$ cat src/shared/pbgi_pkg.sv
/*
 * Constants, register map and state type for the press-brake guard interlock.
 * Assumes a 20 MHz scan clock and a classic Wishbone slave with 32-bit data.
 */
// What this block does
// RULE_01: With the guarding mode select low, all six guard outputs are held low.
// RULE_02: With the guarding mode select high, the receiver power output is on.
// RULE_03: While the guard reports set-up mode, the transmitter is on and closing enable is low.
// RULE_04: When set-up mode drops with no downward request, the transmitter turns off.
// RULE_05: A downward request turns the transmitter on and, with antivalent channels, closing enable.
// RULE_06: A creep feed request waits for the creep position feedback before telling the guard.
// RULE_07: Feedback during a creep feed request raises the creep muting request output.
// RULE_08: Guard muting active turns on the muting lamp.
// RULE_09: A beam interruption while guard muting is present keeps closing enable asserted.
// RULE_10: When guard muting goes away, closing enable drops; the code keeps it high when channel one is low and channel two high.
// RULE_11: Channel one high with channel two low and no muting forces enable low and flags it.
// RULE_12: Equal guard channels while guarding is enabled is a fault and holds enable low; the code sets no fault while set-up mode is active.
// RULE_13: The fault output latches and only a power cycle (reset) clears it.
// RULE_14: A start flag is set when the downward request is detected.
// RULE_15: Three sequence timers run with configurable times, each with its own started flag.
// RULE_16: The downward request comes from an already evaluated two-channel foot switch.
// RULE_17: Outputs are evaluated once per scan from inputs sampled in that scan.
package pbgi_pkg;

    // ------------------------------------------------------------
    // Register map
    // ------------------------------------------------------------
    localparam logic [7:0] PBGI_STATUS_ADDR  = 8'h00;
    localparam logic [7:0] PBGI_MASK_ADDR    = 8'h04;
    localparam logic [7:0] PBGI_OUTPUTS_ADDR = 8'h08;
    localparam logic [7:0] PBGI_TIMER0_ADDR  = 8'h0C;
    localparam logic [7:0] PBGI_TIMER1_ADDR  = 8'h10;
    localparam logic [7:0] PBGI_TIMER2_ADDR  = 8'h14;

    // ------------------------------------------------------------
    // Status bit positions
    // ------------------------------------------------------------
    localparam int PBGI_ST_INTERRUPTED = 0;
    localparam int PBGI_ST_START       = 1;
    localparam int PBGI_ST_T1_STARTED  = 2;
    localparam int PBGI_ST_T2_STARTED  = 3;
    localparam int PBGI_ST_T3_STARTED  = 4;
    localparam int PBGI_ST_FAULT       = 5;
    localparam int PBGI_ST_WIDTH       = 6;

    // ------------------------------------------------------------
    // Reset values and timing
    // ------------------------------------------------------------
    localparam logic [5:0]  PBGI_STATUS_RST = 6'h00;
    localparam logic [5:0]  PBGI_MASK_RST   = 6'h00;
    localparam int          PBGI_CLK_HZ     = 20_000_000;
    localparam int          PBGI_TICK_US    = 10_000;
    localparam int          PBGI_TICK_CYC   = PBGI_CLK_HZ / 1_000_000 * PBGI_TICK_US;
    localparam logic [15:0] PBGI_TIMER_RST  = 16'h0001;

    typedef enum logic [1:0] {
        PBGI_CREEP_IDLE,
        PBGI_CREEP_WAIT,
        PBGI_CREEP_MUTE
    } pbgi_creep_type;

endpackage

$ cat src/pbgi_interlock.sv
/*
 * Press-brake guard interlock: guard power, closing enable, creep muting,
 * latched antivalence fault, event flags, three sequence timers, Wishbone slave.
 * Assumes guard and control inputs are asynchronous and the foot switch
 * request is already evaluated for two channels upstream.
 */
// The register offsets and the Wishbone register port were decided locally.
`timescale 1ns/1ns
module pbgi_interlock #(
    parameter int TIMER_W  = 16,                         // Sequence timer width in bits
    parameter int TICK_CYC = pbgi_pkg::PBGI_TICK_CYC     // Clocks per timer tick
) (
    input  wire logic        clock,                      // 20 MHz scan clock
    input  wire logic        rst_n,                      // Synchronous reset, power-up only
    input  wire logic [7:0]  wb_adr_i,                   // Wishbone byte address
    input  wire logic [31:0] wb_dat_i,                   // Wishbone write data
    output logic [31:0]      wb_dat_o,                   // Wishbone read data
    input  wire logic        wb_we_i,                    // Wishbone write enable
    input  wire logic [3:0]  wb_sel_i,                   // Wishbone byte selects
    input  wire logic        wb_cyc_i,                   // Wishbone cycle
    input  wire logic        wb_stb_i,                   // Wishbone strobe
    output logic             wb_ack_o,                   // Wishbone acknowledge
    output logic             irq,                        // Level interrupt
    input  wire logic        guard_channel_one,          // Guard output channel 1
    input  wire logic        guard_channel_two,          // Guard output channel 2
    input  wire logic        guard_setup_mode_in,        // Guard set-up mode active
    input  wire logic        guard_muting_active_in,     // Guard muting active
    input  wire logic        guarding_mode_select,       // Operate with guard
    input  wire logic        creep_feed_request,         // Creep feed requested
    input  wire logic        creep_position_feedback,    // Creep position reached
    input  wire logic        downward_request,           // Close press request
    output logic             transmitter_power,          // Guard transmitter power
    output logic             receiver_power,             // Guard receiver power
    output logic             creep_muting_request,       // Muting request to guard
    output logic             muting_lamp,                // External muting lamp
    output logic             closing_enable,             // Closing movement enable
    output logic             latched_fault               // Latched fault
);
    import pbgi_pkg::*;

    localparam int NIN = 8;

    // ------------------------------------------------------------
    // State
    // ------------------------------------------------------------
    typedef struct packed {
        logic [NIN-1:0]          s1;
        logic [NIN-1:0]          s2;
        logic [NIN-1:0]          s3;
        logic [NIN-1:0]          inp;
        pbgi_creep_type          creep;
        logic                    tx;
        logic                    rx;
        logic                    cmr;
        logic                    lamp;
        logic                    en;
        logic                    fault;
        logic                    faultOut;
        logic                    dnPrev;
        logic [PBGI_ST_WIDTH-1:0] status;
        logic [PBGI_ST_WIDTH-1:0] mask;
        logic [2:0][TIMER_W-1:0] preset;
        logic [2:0][TIMER_W-1:0] count;
        logic [2:0]              run;
        logic [2:0]              done;
        logic [19:0]             tick;
        logic [31:0]             rdata;
        logic                    ack;
        logic                    irq;
    } pbgi_state_type;

    pbgi_state_type state_reg;
    pbgi_state_type state_next;

    // Input vector order
    localparam int CH1 = 0, CH2 = 1, SET = 2, MUT = 3, SEL = 4, CRP = 5, FBK = 6, DWN = 7;

    logic [NIN-1:0] rawIn;
    // Pins read directly so the assign follows every pin change
    assign rawIn = {downward_request, creep_position_feedback, creep_feed_request,
                    guarding_mode_select, guard_muting_active_in, guard_setup_mode_in,
                    guard_channel_two, guard_channel_one};

    always_comb begin
        logic [NIN-1:0]          stable;
        logic                    chOk;
        logic                    chEq;
        logic                    interrupted;
        logic                    startEv;
        logic [PBGI_ST_WIDTH-1:0] ev;
        logic                    acc;
        logic                    tickNow;
        logic [PBGI_ST_WIDTH-1:0] clr;
        stable      = '0;
        chOk        = 1'b0;
        chEq        = 1'b0;
        interrupted = 1'b0;
        startEv     = 1'b0;
        ev          = '0;
        acc         = 1'b0;
        tickNow     = 1'b0;
        clr         = '0;
        state_next  = state_reg;

        // --------------------------------------------------------
        // Input sampling: three stages, change counts on agreement
        // --------------------------------------------------------
        state_next.s1 = rawIn;
        state_next.s2 = state_reg.s1;
        state_next.s3 = state_reg.s2;
        for (int i = 0; i < NIN; i++) begin
            stable[i] = (state_reg.s2[i] == state_reg.s3[i]) ? state_reg.s3[i]
                                                               : state_reg.inp[i];
        end
        state_next.inp = stable;

        // --------------------------------------------------------
        // Scan evaluation from one sampled input set
        // --------------------------------------------------------
        chOk        = ~stable[CH1] & stable[CH2];                     // RULE_05
        chEq        = stable[CH1] == stable[CH2];
        interrupted = stable[CH1] & ~stable[CH2];
        startEv     = stable[DWN] & ~state_reg.dnPrev;
        state_next.dnPrev = stable[DWN];

        if (!stable[SEL]) begin
            state_next.tx    = 1'b0;                                  // RULE_01
            state_next.rx    = 1'b0;
            state_next.cmr   = 1'b0;
            state_next.lamp  = 1'b0;
            state_next.en    = 1'b0;
            state_next.creep = PBGI_CREEP_IDLE;
        end else begin
            state_next.rx   = 1'b1;                                   // RULE_02
            state_next.tx   = stable[SET] | stable[DWN];              // RULE_03 RULE_04 RULE_05
            state_next.lamp = stable[MUT];                            // RULE_08

            // Creep feed sequence
            unique case (state_reg.creep)
                PBGI_CREEP_IDLE:
                    if (stable[CRP]) begin
                        state_next.creep = PBGI_CREEP_WAIT;           // RULE_06
                    end
                PBGI_CREEP_WAIT:
                    if (!stable[CRP]) begin
                        state_next.creep = PBGI_CREEP_IDLE;
                    end else if (stable[FBK]) begin
                        state_next.creep = PBGI_CREEP_MUTE;           // RULE_07
                    end
                PBGI_CREEP_MUTE:
                    if (!stable[CRP] || !stable[FBK]) begin
                        state_next.creep = PBGI_CREEP_IDLE;
                    end
            endcase
            state_next.cmr = stable[CRP] && stable[FBK] &&
                             state_reg.creep != PBGI_CREEP_IDLE;      // RULE_07

            // Enable: set by request on good channels, held through muting
            if (stable[SET] || !stable[DWN] || state_reg.fault || chEq) begin
                state_next.en = 1'b0;                                 // RULE_03 RULE_12
            end else if (chOk) begin
                state_next.en = 1'b1;                                 // RULE_05
            end else if (interrupted && stable[MUT]) begin
                state_next.en = state_reg.en;                         // RULE_09
            end else begin
                state_next.en = 1'b0;                                 // RULE_11
            end
            if (state_reg.inp[MUT] && !stable[MUT] && !chOk) begin
                state_next.en = 1'b0;                                 // RULE_10
            end
            if (chEq && !stable[SET]) begin
                state_next.fault = 1'b1;                              // RULE_12 RULE_13
            end
        end
        // Only reset clears the fault; no other path drops it
        if (!stable[SEL]) begin
            state_next.fault = state_reg.fault;                       // RULE_13
        end
        // Pin shows the latch only in guarding mode, straight from a flop
        state_next.faultOut = state_next.fault && stable[SEL];       // RULE_01 RULE_13

        // --------------------------------------------------------
        // Sequence timers, 10 ms ticks
        // --------------------------------------------------------
        tickNow = state_reg.tick == 20'(TICK_CYC - 1);
        state_next.tick = tickNow ? '0 : state_reg.tick + 20'd1;
        for (int t = 0; t < 3; t++) begin
            logic go;
            go = 1'b0;
            unique case (t)
                0:       go = startEv && stable[SEL];
                1:       go = state_reg.done[0];
                default: go = state_reg.done[1];
            endcase
            state_next.done[t] = 1'b0;
            if (go) begin
                state_next.run[t]   = 1'b1;                           // RULE_15
                state_next.count[t] = state_reg.preset[t];
                ev[PBGI_ST_T1_STARTED + t] = 1'b1;                    // RULE_15
            end else if (state_reg.run[t] && tickNow) begin
                if (state_reg.count[t] <= TIMER_W'(1)) begin
                    state_next.run[t]  = 1'b0;
                    state_next.done[t] = 1'b1;
                end else begin
                    state_next.count[t] = state_reg.count[t] - TIMER_W'(1);
                end
            end
        end

        ev[PBGI_ST_INTERRUPTED] = stable[SEL] && interrupted && !stable[MUT];   // RULE_11
        ev[PBGI_ST_START]       = stable[SEL] && startEv;                       // RULE_14
        ev[PBGI_ST_FAULT]       = state_next.fault;

        // --------------------------------------------------------
        // Wishbone slave, one wait state, ack for one cycle
        // --------------------------------------------------------
        acc = wb_cyc_i && wb_stb_i && !state_reg.ack;
        state_next.ack = acc;
        state_next.rdata = '0;
        if (acc && wb_we_i && wb_sel_i[0]) begin
            unique case (wb_adr_i)
                PBGI_STATUS_ADDR: clr = wb_dat_i[PBGI_ST_WIDTH-1:0];
                PBGI_MASK_ADDR:   state_next.mask = wb_dat_i[PBGI_ST_WIDTH-1:0];
                PBGI_TIMER0_ADDR: state_next.preset[0] = wb_dat_i[TIMER_W-1:0];
                PBGI_TIMER1_ADDR: state_next.preset[1] = wb_dat_i[TIMER_W-1:0];
                PBGI_TIMER2_ADDR: state_next.preset[2] = wb_dat_i[TIMER_W-1:0];
                default: ;
            endcase
        end
        if (acc && !wb_we_i) begin
            unique case (wb_adr_i)
                PBGI_STATUS_ADDR:  state_next.rdata = 32'(state_reg.status);
                PBGI_MASK_ADDR:    state_next.rdata = 32'(state_reg.mask);
                PBGI_OUTPUTS_ADDR: state_next.rdata = 32'({state_reg.inp, 2'b00,
                                       state_reg.fault, state_reg.en, state_reg.lamp,
                                       state_reg.cmr, state_reg.rx, state_reg.tx});
                PBGI_TIMER0_ADDR:  state_next.rdata = 32'(state_reg.preset[0]);
                PBGI_TIMER1_ADDR:  state_next.rdata = 32'(state_reg.preset[1]);
                PBGI_TIMER2_ADDR:  state_next.rdata = 32'(state_reg.preset[2]);
                default:           state_next.rdata = '0;
            endcase
        end
        // Set wins over clear; fault bit stays while the fault latch stays
        state_next.status = (state_reg.status & ~clr) | ev;
        state_next.irq = |(state_next.status & state_next.mask);
    end

    always_ff @(posedge clock) begin
        if (!rst_n) begin
            state_reg        <= '0;
            state_reg.creep  <= PBGI_CREEP_IDLE;
            state_reg.status <= PBGI_STATUS_RST;
            state_reg.mask   <= PBGI_MASK_RST;
            state_reg.preset <= {3{TIMER_W'(PBGI_TIMER_RST)}};
        end else begin
            state_reg <= state_next;
        end
    end

    // RULE_16: request qualification is the controller's job upstream.
    // RULE_17: every output is registered once per clock from one input set.
    assign transmitter_power    = state_reg.tx;
    assign receiver_power       = state_reg.rx;
    assign creep_muting_request = state_reg.cmr;
    assign muting_lamp          = state_reg.lamp;
    assign closing_enable       = state_reg.en;
    assign latched_fault        = state_reg.faultOut;
    assign wb_dat_o             = state_reg.rdata;
    assign wb_ack_o             = state_reg.ack;
    assign irq                  = state_reg.irq;

endmodule

$ cat config.mk
export PLATFORM = sky130hd
export DESIGN_NAME = pbgi_interlock
export DESIGN_NICKNAME = d
export VERILOG_FILES = /design/src/shared/pbgi_pkg.sv /design/src/pbgi_interlock.sv
export SDC_FILE = /design/constraint.sdc
export NUM_CORES = 1
export LEC_CHECK = 0
export BUFFER_PORTS_ARGS = -buffer_cell sky130_fd_sc_hd__buf_2
export CORE_MARGIN = 5
export CORE_UTILIZATION = 36
export CTS_CLUSTER_SIZE = 28
export DETAILED_ROUTE_END_ITERATION = 10
export HOLD_SLACK_MARGIN = 0.15
export PLACE_DENSITY = 0.65
export SLEW_MARGIN = 15
export SYNTH_ARGS = -nofsm -noshare
export SYNTH_HDL_FRONTEND = slang
export SYNTH_SLANG_ARGS = --single-unit
export TNS_END_PERCENT = 30
$ cat constraint.sdc
create_clock -name clock -period 2.25 [get_ports clock]
set_input_delay 0.3375 -clock clock [delete_from_list [all_inputs] [get_ports clock]]
set_output_delay 0.3375 -clock clock [all_outputs]
set_load 0.05 [all_outputs]
# ---- Word level (Yosys, flattened, before mapping)
# Index checks and enable logic that the tools add are counted.
dict set report word_totals {
  regBits 192
  input_bits 57
  output_inout_bits 40
  elab_cells 167
}
dict set report classes {
  addsub 3
  magnitude_cmp 2
  n_eq_ne 23
  n_mux 45
  bitwise 15
  n_reduce_logical 51
}
# cell count
set ops {}
lappend ops {{two-way mux 16 bit} 9}
lappend ops {{case mux 16 bit (6 select lines)} 1}
lappend ops {{two-way mux 54 bit} 1}
lappend ops {{<= comparator 16 x 1 -> 1 bit (second input constant)} 2}
lappend ops {{subtractor 16 x 1 -> 16 bit (second input constant)} 2}
lappend ops {{two-way mux 1 bit} 25}
lappend ops {{adder 20 x 1 -> 20 bit (second input constant)} 1}
lappend ops {{== test 20 x 18 -> 1 bit (second input constant)} 1}
lappend ops {{two-way mux 6 bit} 3}
lappend ops {{AND reduction 2 bit} 9}
lappend ops {{logical AND 1 bit} 17}
lappend ops {{== test 8 x 4 -> 1 bit (second input constant)} 2}
lappend ops {{== test 8 x 5 -> 1 bit (second input constant)} 2}
lappend ops {{bitwise AND 6 bit} 2}
lappend ops {{inequality test 2 bit (second input constant)} 5}
lappend ops {{nonzero test 2 bit} 5}
lappend ops {{== test 1 bit} 9}
lappend ops {{== test 8 x 3 -> 1 bit (second input constant)} 1}
lappend ops {{zero test 1 bit} 8}
lappend ops {{zero test 8 bit} 1}
lappend ops {{two-way mux 2 bit} 4}
lappend ops {{inverter 1 bit} 7}
lappend ops {{inverter 6 bit} 1}
lappend ops {{bitwise OR 6 bit} 1}
lappend ops {{14 further kinds} 20}

# ---- Longest topological paths before layout
# Gate-level depths: netlist of the first run.
dict set report depth {
  word_depth 10
  ltp_mapped 9
}

# ---- Worst setup path after synthesis of the first run
# No wires, ideal clock.
dict set report synth_timing {
  path_kind {input to register}
  start {input wb_adr_i[1]}
  end {register state_reg, in the netlist irq}
  setup_time_ns 0.138
  arrival_ns 2.199
  t_required_ns 2.112
  setup_slack_ns -0.087
  cell_stages 7
  n_path_buf 2
  cell_sequence {or4_1 > buf_2 > or4_1 > buf_2 > mux2_4 > a22oi_1 > a41oi_1}
}
dict set report synth_via {
  elab_chain_cells 8
}
# element line_no
set synth_rtl {}
lappend synth_rtl {{from (decl)} pbgi_interlock.sv:15} ;# input wire logic [7:0] wb_adr_i,
lappend synth_rtl {{zero test 8 bit} pbgi_interlock.sv:221} ;# unique case (wb_adr_i)
lappend synth_rtl {{two-way mux 6 bit} pbgi_interlock.sv:221}
lappend synth_rtl {{two-way mux 6 bit} pbgi_interlock.sv:220} ;# if (acc && wb_we_i && wb_sel_i[0]) begin
lappend synth_rtl {{inverter 6 bit} pbgi_interlock.sv:244} ;# state_next.status = (state_reg.status & ~clr) | ev;
lappend synth_rtl {{bitwise AND 6 bit} pbgi_interlock.sv:244}
lappend synth_rtl {{bitwise OR 6 bit} pbgi_interlock.sv:244}
lappend synth_rtl {{bitwise AND 6 bit *} pbgi_interlock.sv:245} ;# state_next.irq = |(state_next.status & state_next.mask);
lappend synth_rtl {{OR reduction 6 bit *} pbgi_interlock.sv:245}
lappend synth_rtl {{to (signal assigned)} pbgi_interlock.sv:256} ;# state_reg <= state_next;
lappend synth_rtl {{to (decl)} pbgi_interlock.sv:72} ;# pbgi_state_type state_reg;
# Mark *: on every way between the ends. The rest lies on a longest branch, timed or not.
# A chain may end at the register's enable or synchronous reset.

# ---- Worst setup path in the final report of the first run
dict set report layout_timing {
  start {register state_reg[49] (netlist bit)}
  end {register state_reg[70] (netlist bit)}
}
dict set report layout_via {
  elab_chain_cells 4
}
# element line_no
set layout_rtl {}
lappend layout_rtl {{== test 20 x 18 -> 1 bit} pbgi_interlock.sv:185} ;# tickNow = state_reg.tick == 20'(TICK_CYC - 1);
lappend layout_rtl {{logical AND 1 bit} pbgi_interlock.sv:200} ;# end else if (state_reg.run[t] && tickNow) begin
lappend layout_rtl {{nonzero test 2 bit (no line)} --}
lappend layout_rtl {{AND reduction 2 bit (no line)} --}
# No other way between the ends.

==> reports/metrics.cfg, run 1 <==
[outcome]
status = complete, no violations

[timing]
fmax_ghz = 0.449
slew_headroom = 0.492
worstMarginPinSlew_ps = 762
rsz0062_at_grt = true
hold_violations = 0
fin_skew_ps = 8.45
whs_ps = 179
fin_crit_sh = 0.989
finalMaxSlewViolations = 0
setup_viol = 0
fin_crit_ps = 2220

[placement]
io_buffer_count = 61
gp_congestion = 0.875
dp_hpwl_um = 14700
place_area_um2 = 8550

[routing]
drtAntennaViolNets = 0
first_pass_iters = 5
vias_per_cell = 5.33
vias = 6836
drt-initial-drc-count = 542
drc = 0
finalWirelength_um = 20600
avgRoutedWirePerCell_um = 16.0

[layout]
largest_reg_flops = 135
nets = 1062
area_delta_synth_final_pct = 19.2
postLayoutCoreUtil = 0.439
drive_gt1_frac = 0.194
fin_area_um2 = 9290
fill_cells = 2075
diodes = 0

[critical_path]
path_class = reg2reg
cp-start-kind = register
rrSetupSlack_ps = 30
crit_chain = or4b_4, nor4_4, o2111ai_2, buf_12, or4b_1, a31oi_1
worst-path-max-fanout = 23
crit_slowest_cell = or4b_4
crit_path_end_kind = register
r2r_cells = 6
crit_required_ps = 2610
critical_path.max_stage_delay_ps = 540
r2r_end = state_reg[70]
r2r_start = state_reg[49]
arrival_ps = 2580

[synthesis]
synthSimpleGateAreaFrac = 0.247
postSynthCellCount = 913
synth_edf_count = 0
synth_cell_types = 68
synth_top_area_cell = dfxtp_1
muxShareOfSynthArea = 0.0244
synth_xor_xnor_area_share = 0.0214
ys_warn_count = 0
synth_top_area_frac = 0.447
synth.avg_cell_area_um2 = 8.53
synth-async-reset-ratio = 0
synth-seq-area-share = 0.447
synthAdderAreaFrac = 0.0251
netlist_area_um2 = 7790
synth_top_family_by_area = simple AND/OR/NAND/NOR gates
synthTopCellsByArea = dfxtp_1 (45%), nand2_1 (7.1%), a21oi_1 (4.5%), and2_1 (3.4%), nor2_1 (3.3%)
synth-main-ff-cell = dfxtp_1
synth_compound_area_frac = 0.165
ys_ff_latch = 174
synth_common_cells = dfxtp_1 (174), nand2_1 (147), a21oi_1 (70)
yosysMostFrequentCell = dfxtp_1

[global_route]
antenna_found_initial = 0
grt_use_total = 0.166
grt_max_degree = 68
overflow = 0
grt_pass1_vias = 6259
grt_pass1_wl_um = 32700

[hold_path]
worstHoldPathType = in2reg
holdCritStartpoint = wb_dat_i[13]
hold_path_end = state_reg[137]
whs_path_depth = 3

[die]
initial_core_util = 0.368
dieArea_um2 = 24700
num_rows = 53
dieWidth_um = 157
die_h_um = 157
num_io_pins = 97
core-area_um2 = 21200

[clocking]
cts_buffer_depth = 2
clock_latency_ps = 430
cts_sinks = 174
h-tree-depth = 4
cts_tree = done
numCtsBuffers = 17
clk_pin_slew_ps = 70
postCtsSetupRepairBufs = 0
cts-root-buf = clkbuf_16

[power]
cellPowerDensity_nw_per_um2 = 682
power_leakage_uw = 0.00349
fin_total_pwr_uw = 6330
max-vdd-ir-drop_mv = 0.451

[run]
cap_viol_max_count = 0

[per-layer routing]
layer,up-vias,global-route usage,wire (um)
met5,-,0,0
li1,3375,-,-
met2,173,0.254,9390
met4,0,0.0479,307
met1,3267,0.236,9540
met3,21,0.0341,1330
[critical path: cells and delay by family, from the launching register on]
family / cells / cell delay [ps]
and+or+nand+nor: 3 / 1290
buffers and inverters: 1 / 200
DFF: 1 / 320
AOI/OAI and AO/OA: 2 / 340
[how the worst max path moves through the flow]
stage / startpoint / end / cells after the start
final: state_reg[49] / state_reg[70] / 6
after global routing: state_reg[49] / state_reg[70] / 6
after CTS: state_reg[49] / state_reg[82] / 7
after detailed placement: state_reg[49] / state_reg[90] / 6
after global placement: wb_adr_i[1] / irq / 6
after floorplan: wb_adr_i[1] / irq / 7
[kinds of logic (layout without fill, tap and decap cells)]
logic type               after synthesis  after routing
AO/OA/AOI/OAI                        200            200
XOR/XNOR                              19             19
adder cells (fa/ha/maj)               17             17
buffers and inverters                108            188
flip-flops                           174            174
multiplexers                          14             14
other                                  1             16
AND/OR/NAND/NOR                      380            380
[layout by cell type (no fill, tap or decap), types with 17 or more instances in the layout]
cell / n
dfxtp_1: 173
and2_1: 42
a31oi_1: 23
nand3_1: 21
or4_1: 19
nand2_1: 147
o31ai_1: 17
buf_4: 62
a21oi_1: 70
buf_2: 61
o21ai_0: 29
clkbuf_16: 17
nor2_1: 68
inv_1: 21
[area by class of cell]
type	count	area [um^2]	share of cell area
clock buffers	17	425	0.0458
repair buffers	133	882	0.0950
multi-input cells	646	3900	0.420
inverters	23	86.3	0.00930
clock inverters	15	168	0.0181
flip-flops and latches	174	3480	0.375
well taps	275	344	0.0371
[report_power, final]
part	switching (uW)	internal, uW
clock	1370	1590
combinational	183	79.0
sequential	12.2	3100
total	1560	4770
[stage by stage]
| step | setup slack [ps] | setup TNS [ps] | std cells |
|---|---|---|---|
| final | 25.1 | 0 | 1283 |
| after global routing | -120 | -646 | 1283 |
| after CTS | 1.36 | 0 | 1283 |
| after detailed placement | -37.1 | -86.6 | 1243 |
| after global placement | 12.2 | 0 | 1243 |
| after floorplan | 24.9 | 0 | 928 |
[timing repair]
| action | in CTS | in global routing |
|---|---|---|
| endpoints found under the hold margin | 8 | 0 |
| resized for setup | 2 | 19 |
| hold buffers | 8 | 0 |
| pin swaps | 0 | 18 |
| endpoints found under the setup margin | 4 | 18 |
Power figures use the tool's default switching activity.
==> inputs of run 2 (changes only) <==
- PLACE_DENSITY: 0.65 -> 0.63
- clock period: 2.25 -> 2.3 ns (I/O delays scaled with it)
==> run 2 against run 1 <==
  * Flip-flop and latch count unchanged
  * Sequential power decreased by 2%
  * Via count decreased by 1.3%
  * Critical path depth unchanged
  * Non-clock buffer count decreased by 11
  * Hold slack got worse by 2.6 ps
  * Cell area decreased by 1.0%
  * Total power decreased by 1.2%
  * Critical path type unchanged
  * Critical endpoint unchanged
==> reports/metrics.cfg, run 2 (synthesis results as in run 1) <==
[timing]
worstMarginPinSlew_ps = 761  ; -0.689 ps
fin_crit_sh = 0.956  ; -0.0326
slew_headroom = 0.493  ; about the same
fin_crit_ps = 2200  ; -25.5 ps
hold_violations = 0  ; unchanged
rsz0062_at_grt = true
fmax_ghz = 0.455  ; +1.2%
setup-tns-final_ps = 0  ; unchanged
setup_viol = 0  ; unchanged
finalMaxSlewViolations = 0  ; unchanged
fin_skew_ps = 10.0  ; +1.55 ps

[critical_path]
r2r_end = state_reg[70]
cp-start-kind = register
crit_required_ps = 2660  ; +50 ps
arrival_ps = 2560  ; -20 ps
crit_slowest_cell = or4b_4
crit_family = simple AND/OR/NAND/NOR gates
r2r_cells = 6  ; unchanged
crit_chain = or4b_4, nor4_4, o2111ai_2, buf_12, or4b_1, a31oi_1
crit_path_end_kind = register
cp_num_cells = 6  ; unchanged
path_class = reg2reg
worst-path-max-fanout = 23  ; unchanged
critPathBufInv = 1  ; unchanged
critical_path.max_stage_delay_ps = 540  ; about the same
r2r_start = state_reg[49]
startpoint = state_reg[49]
rrSetupSlack_ps = 100  ; +80 ps

[power]
seqPwrFrac = 0.487  ; -0.005
combPwrFrac = 0.040  ; about the same
max-vdd-ir-drop_mv = 0.367  ; -19%
power_switching_uw = 1570  ; +0.49%
power_leakage_uw = 0.00344  ; -1.4%
cellPowerDensity_nw_per_um2 = 680  ; -0.22%
sw_frac_of_total = 0.251  ; +0.00432
internal_power_uw = 4680  ; -1.8%
clockPowerShare = 0.473  ; +0.006

[routing]
first_pass_iters = 5  ; unchanged
vias = 6744  ; -1.3%
finalWirelength_um = 20200  ; -1.7%
drtAntennaViolNets = 0  ; unchanged
vias_per_cell = 5.30  ; -0.49%
drc = 0  ; unchanged
avgRoutedWirePerCell_um = 15.9  ; -0.81%
drt-initial-drc-count = 572  ; +5.5%

[placement]
place_inst = 1232  ; -0.88%
dp_hpwl_um = 14300  ; -2.7%
io_buffer_count = 61  ; unchanged
gp_congestion = 0.896  ; +2.4%

[clocking]
clock_latency_ps = 430  ; about the same
cts-root-buf = clkbuf_16
h-tree-depth = 4  ; unchanged
postCtsSetupRepairBufs = 0  ; unchanged
cts_tree = done
numCtsBuffers = 17  ; unchanged
cts_sinks = 174  ; unchanged
cts_buffer_depth = 2  ; unchanged
clk_pin_slew_ps = 70  ; about the same

[die]
core-area_um2 = 21200  ; unchanged
num_rows = 53  ; unchanged
dieWidth_um = 157  ; unchanged
die_h_um = 157  ; unchanged
initial_core_util = 0.368  ; unchanged
dieArea_um2 = 24700  ; unchanged
num_io_pins = 97  ; unchanged

[layout]
fill_cells = 2054  ; -1.0%
mostFrequentLayoutCells = dfxtp_1 (173), nand2_1 (147), a21oi_1 (70)
area_delta_synth_final_pct = 18.0
nets = 1051  ; -1.0%
largest_reg_flops = 135  ; unchanged
layoutNonFillerInstCount = 1272  ; -0.86%
drive_gt1_frac = 0.182  ; -0.0129
diodes = 0  ; unchanged
layout_commonest_cell = dfxtp_1

[run]
cap_viol_max_count = 0  ; unchanged

[global_route]
grt_pass1_wl_um = 32100  ; -1.8%
grt_max_degree = 82  ; +21%
overflow = 0  ; unchanged
grt_use_total = 0.164  ; -0.00184
antenna_found_initial = 0  ; unchanged
grt_pass1_vias = 6167  ; -1.5%

[outcome]
status = complete, no violations

[hold_path]
whs_path_depth = 3  ; unchanged
hold_path_end = state_reg[131]
worstHoldPathType = in2reg
holdCritStartpoint = wb_dat_i[7]

-- run 2: tightest hold or removal path: cells and delay by family --
| kind | cells | cell delay (ps) |
|---|---|---|
| AND/OR/NAND/NOR | 1 | 50 |
| AO/OA/AOI/OAI | 1 | 50 |
| buffers and inverters | 1 | 120 |
-- run 2: final cells by class --
cell class              count  area, um^2  area share
multi-input cells         646        3850       0.419
flip-flops and latches    174        3480       0.379
repair buffers            122         808      0.0879
clock buffers              17         425      0.0463
well taps                 275         344      0.0374
clock inverters            15         188      0.0204
inverters                  23        86.3     0.00939
-- run 2: timing repair --
item	4_1_cts	5_1_grt
endpoints found under the hold margin	8	0
hold buffers	8	0
resized for setup	0	11
setup endpoints to repair	0	15
-- run 2: metrics by stage --
stage	hold WS (ps)	setup WS [ps]	total power [uW]	instance area (um^2)	util
final	176	101	6250	9190	0.434
after detailed placement	420	-27.3	3360	8480	0.401
after CTS	163	13.1	6310	9170	0.433
after floorplan	412	5.11	3280	7870	-
after global placement	417	-24.6	3350	8480	0.401
after global routing	163	-57.5	6470	9190	0.434
-- run 2: worst max-delay path by stage --
stage and to:
6_report state_reg[70], 5_1_grt state_reg[70], 4_1_cts state_reg[90], 3_5_place_dp irq
3_3_place_gp irq, 2_1_floorplan irq
-- run 2: per-layer routing --
layer  share of wire  up-vias  global-route usage
li1                -     3347                   -
met1            0.47     3145               0.229
met2            0.45      226               0.251
met3           0.070       26              0.0374
met4           0.019        0              0.0528
met5               0        -                   0
-- run 2: power groups by stage --
stage / Sequential [uW] / Clock [uW] / Combinational, uW
final: 3040 / 2960 / 251
after global routing: 3050 / 3150 / 272
after CTS: 3040 / 3020 / 251
after detailed placement: 3120 / 0 / 240
after global placement: 3110 / 0 / 240
after floorplan: 3120 / 0 / 168
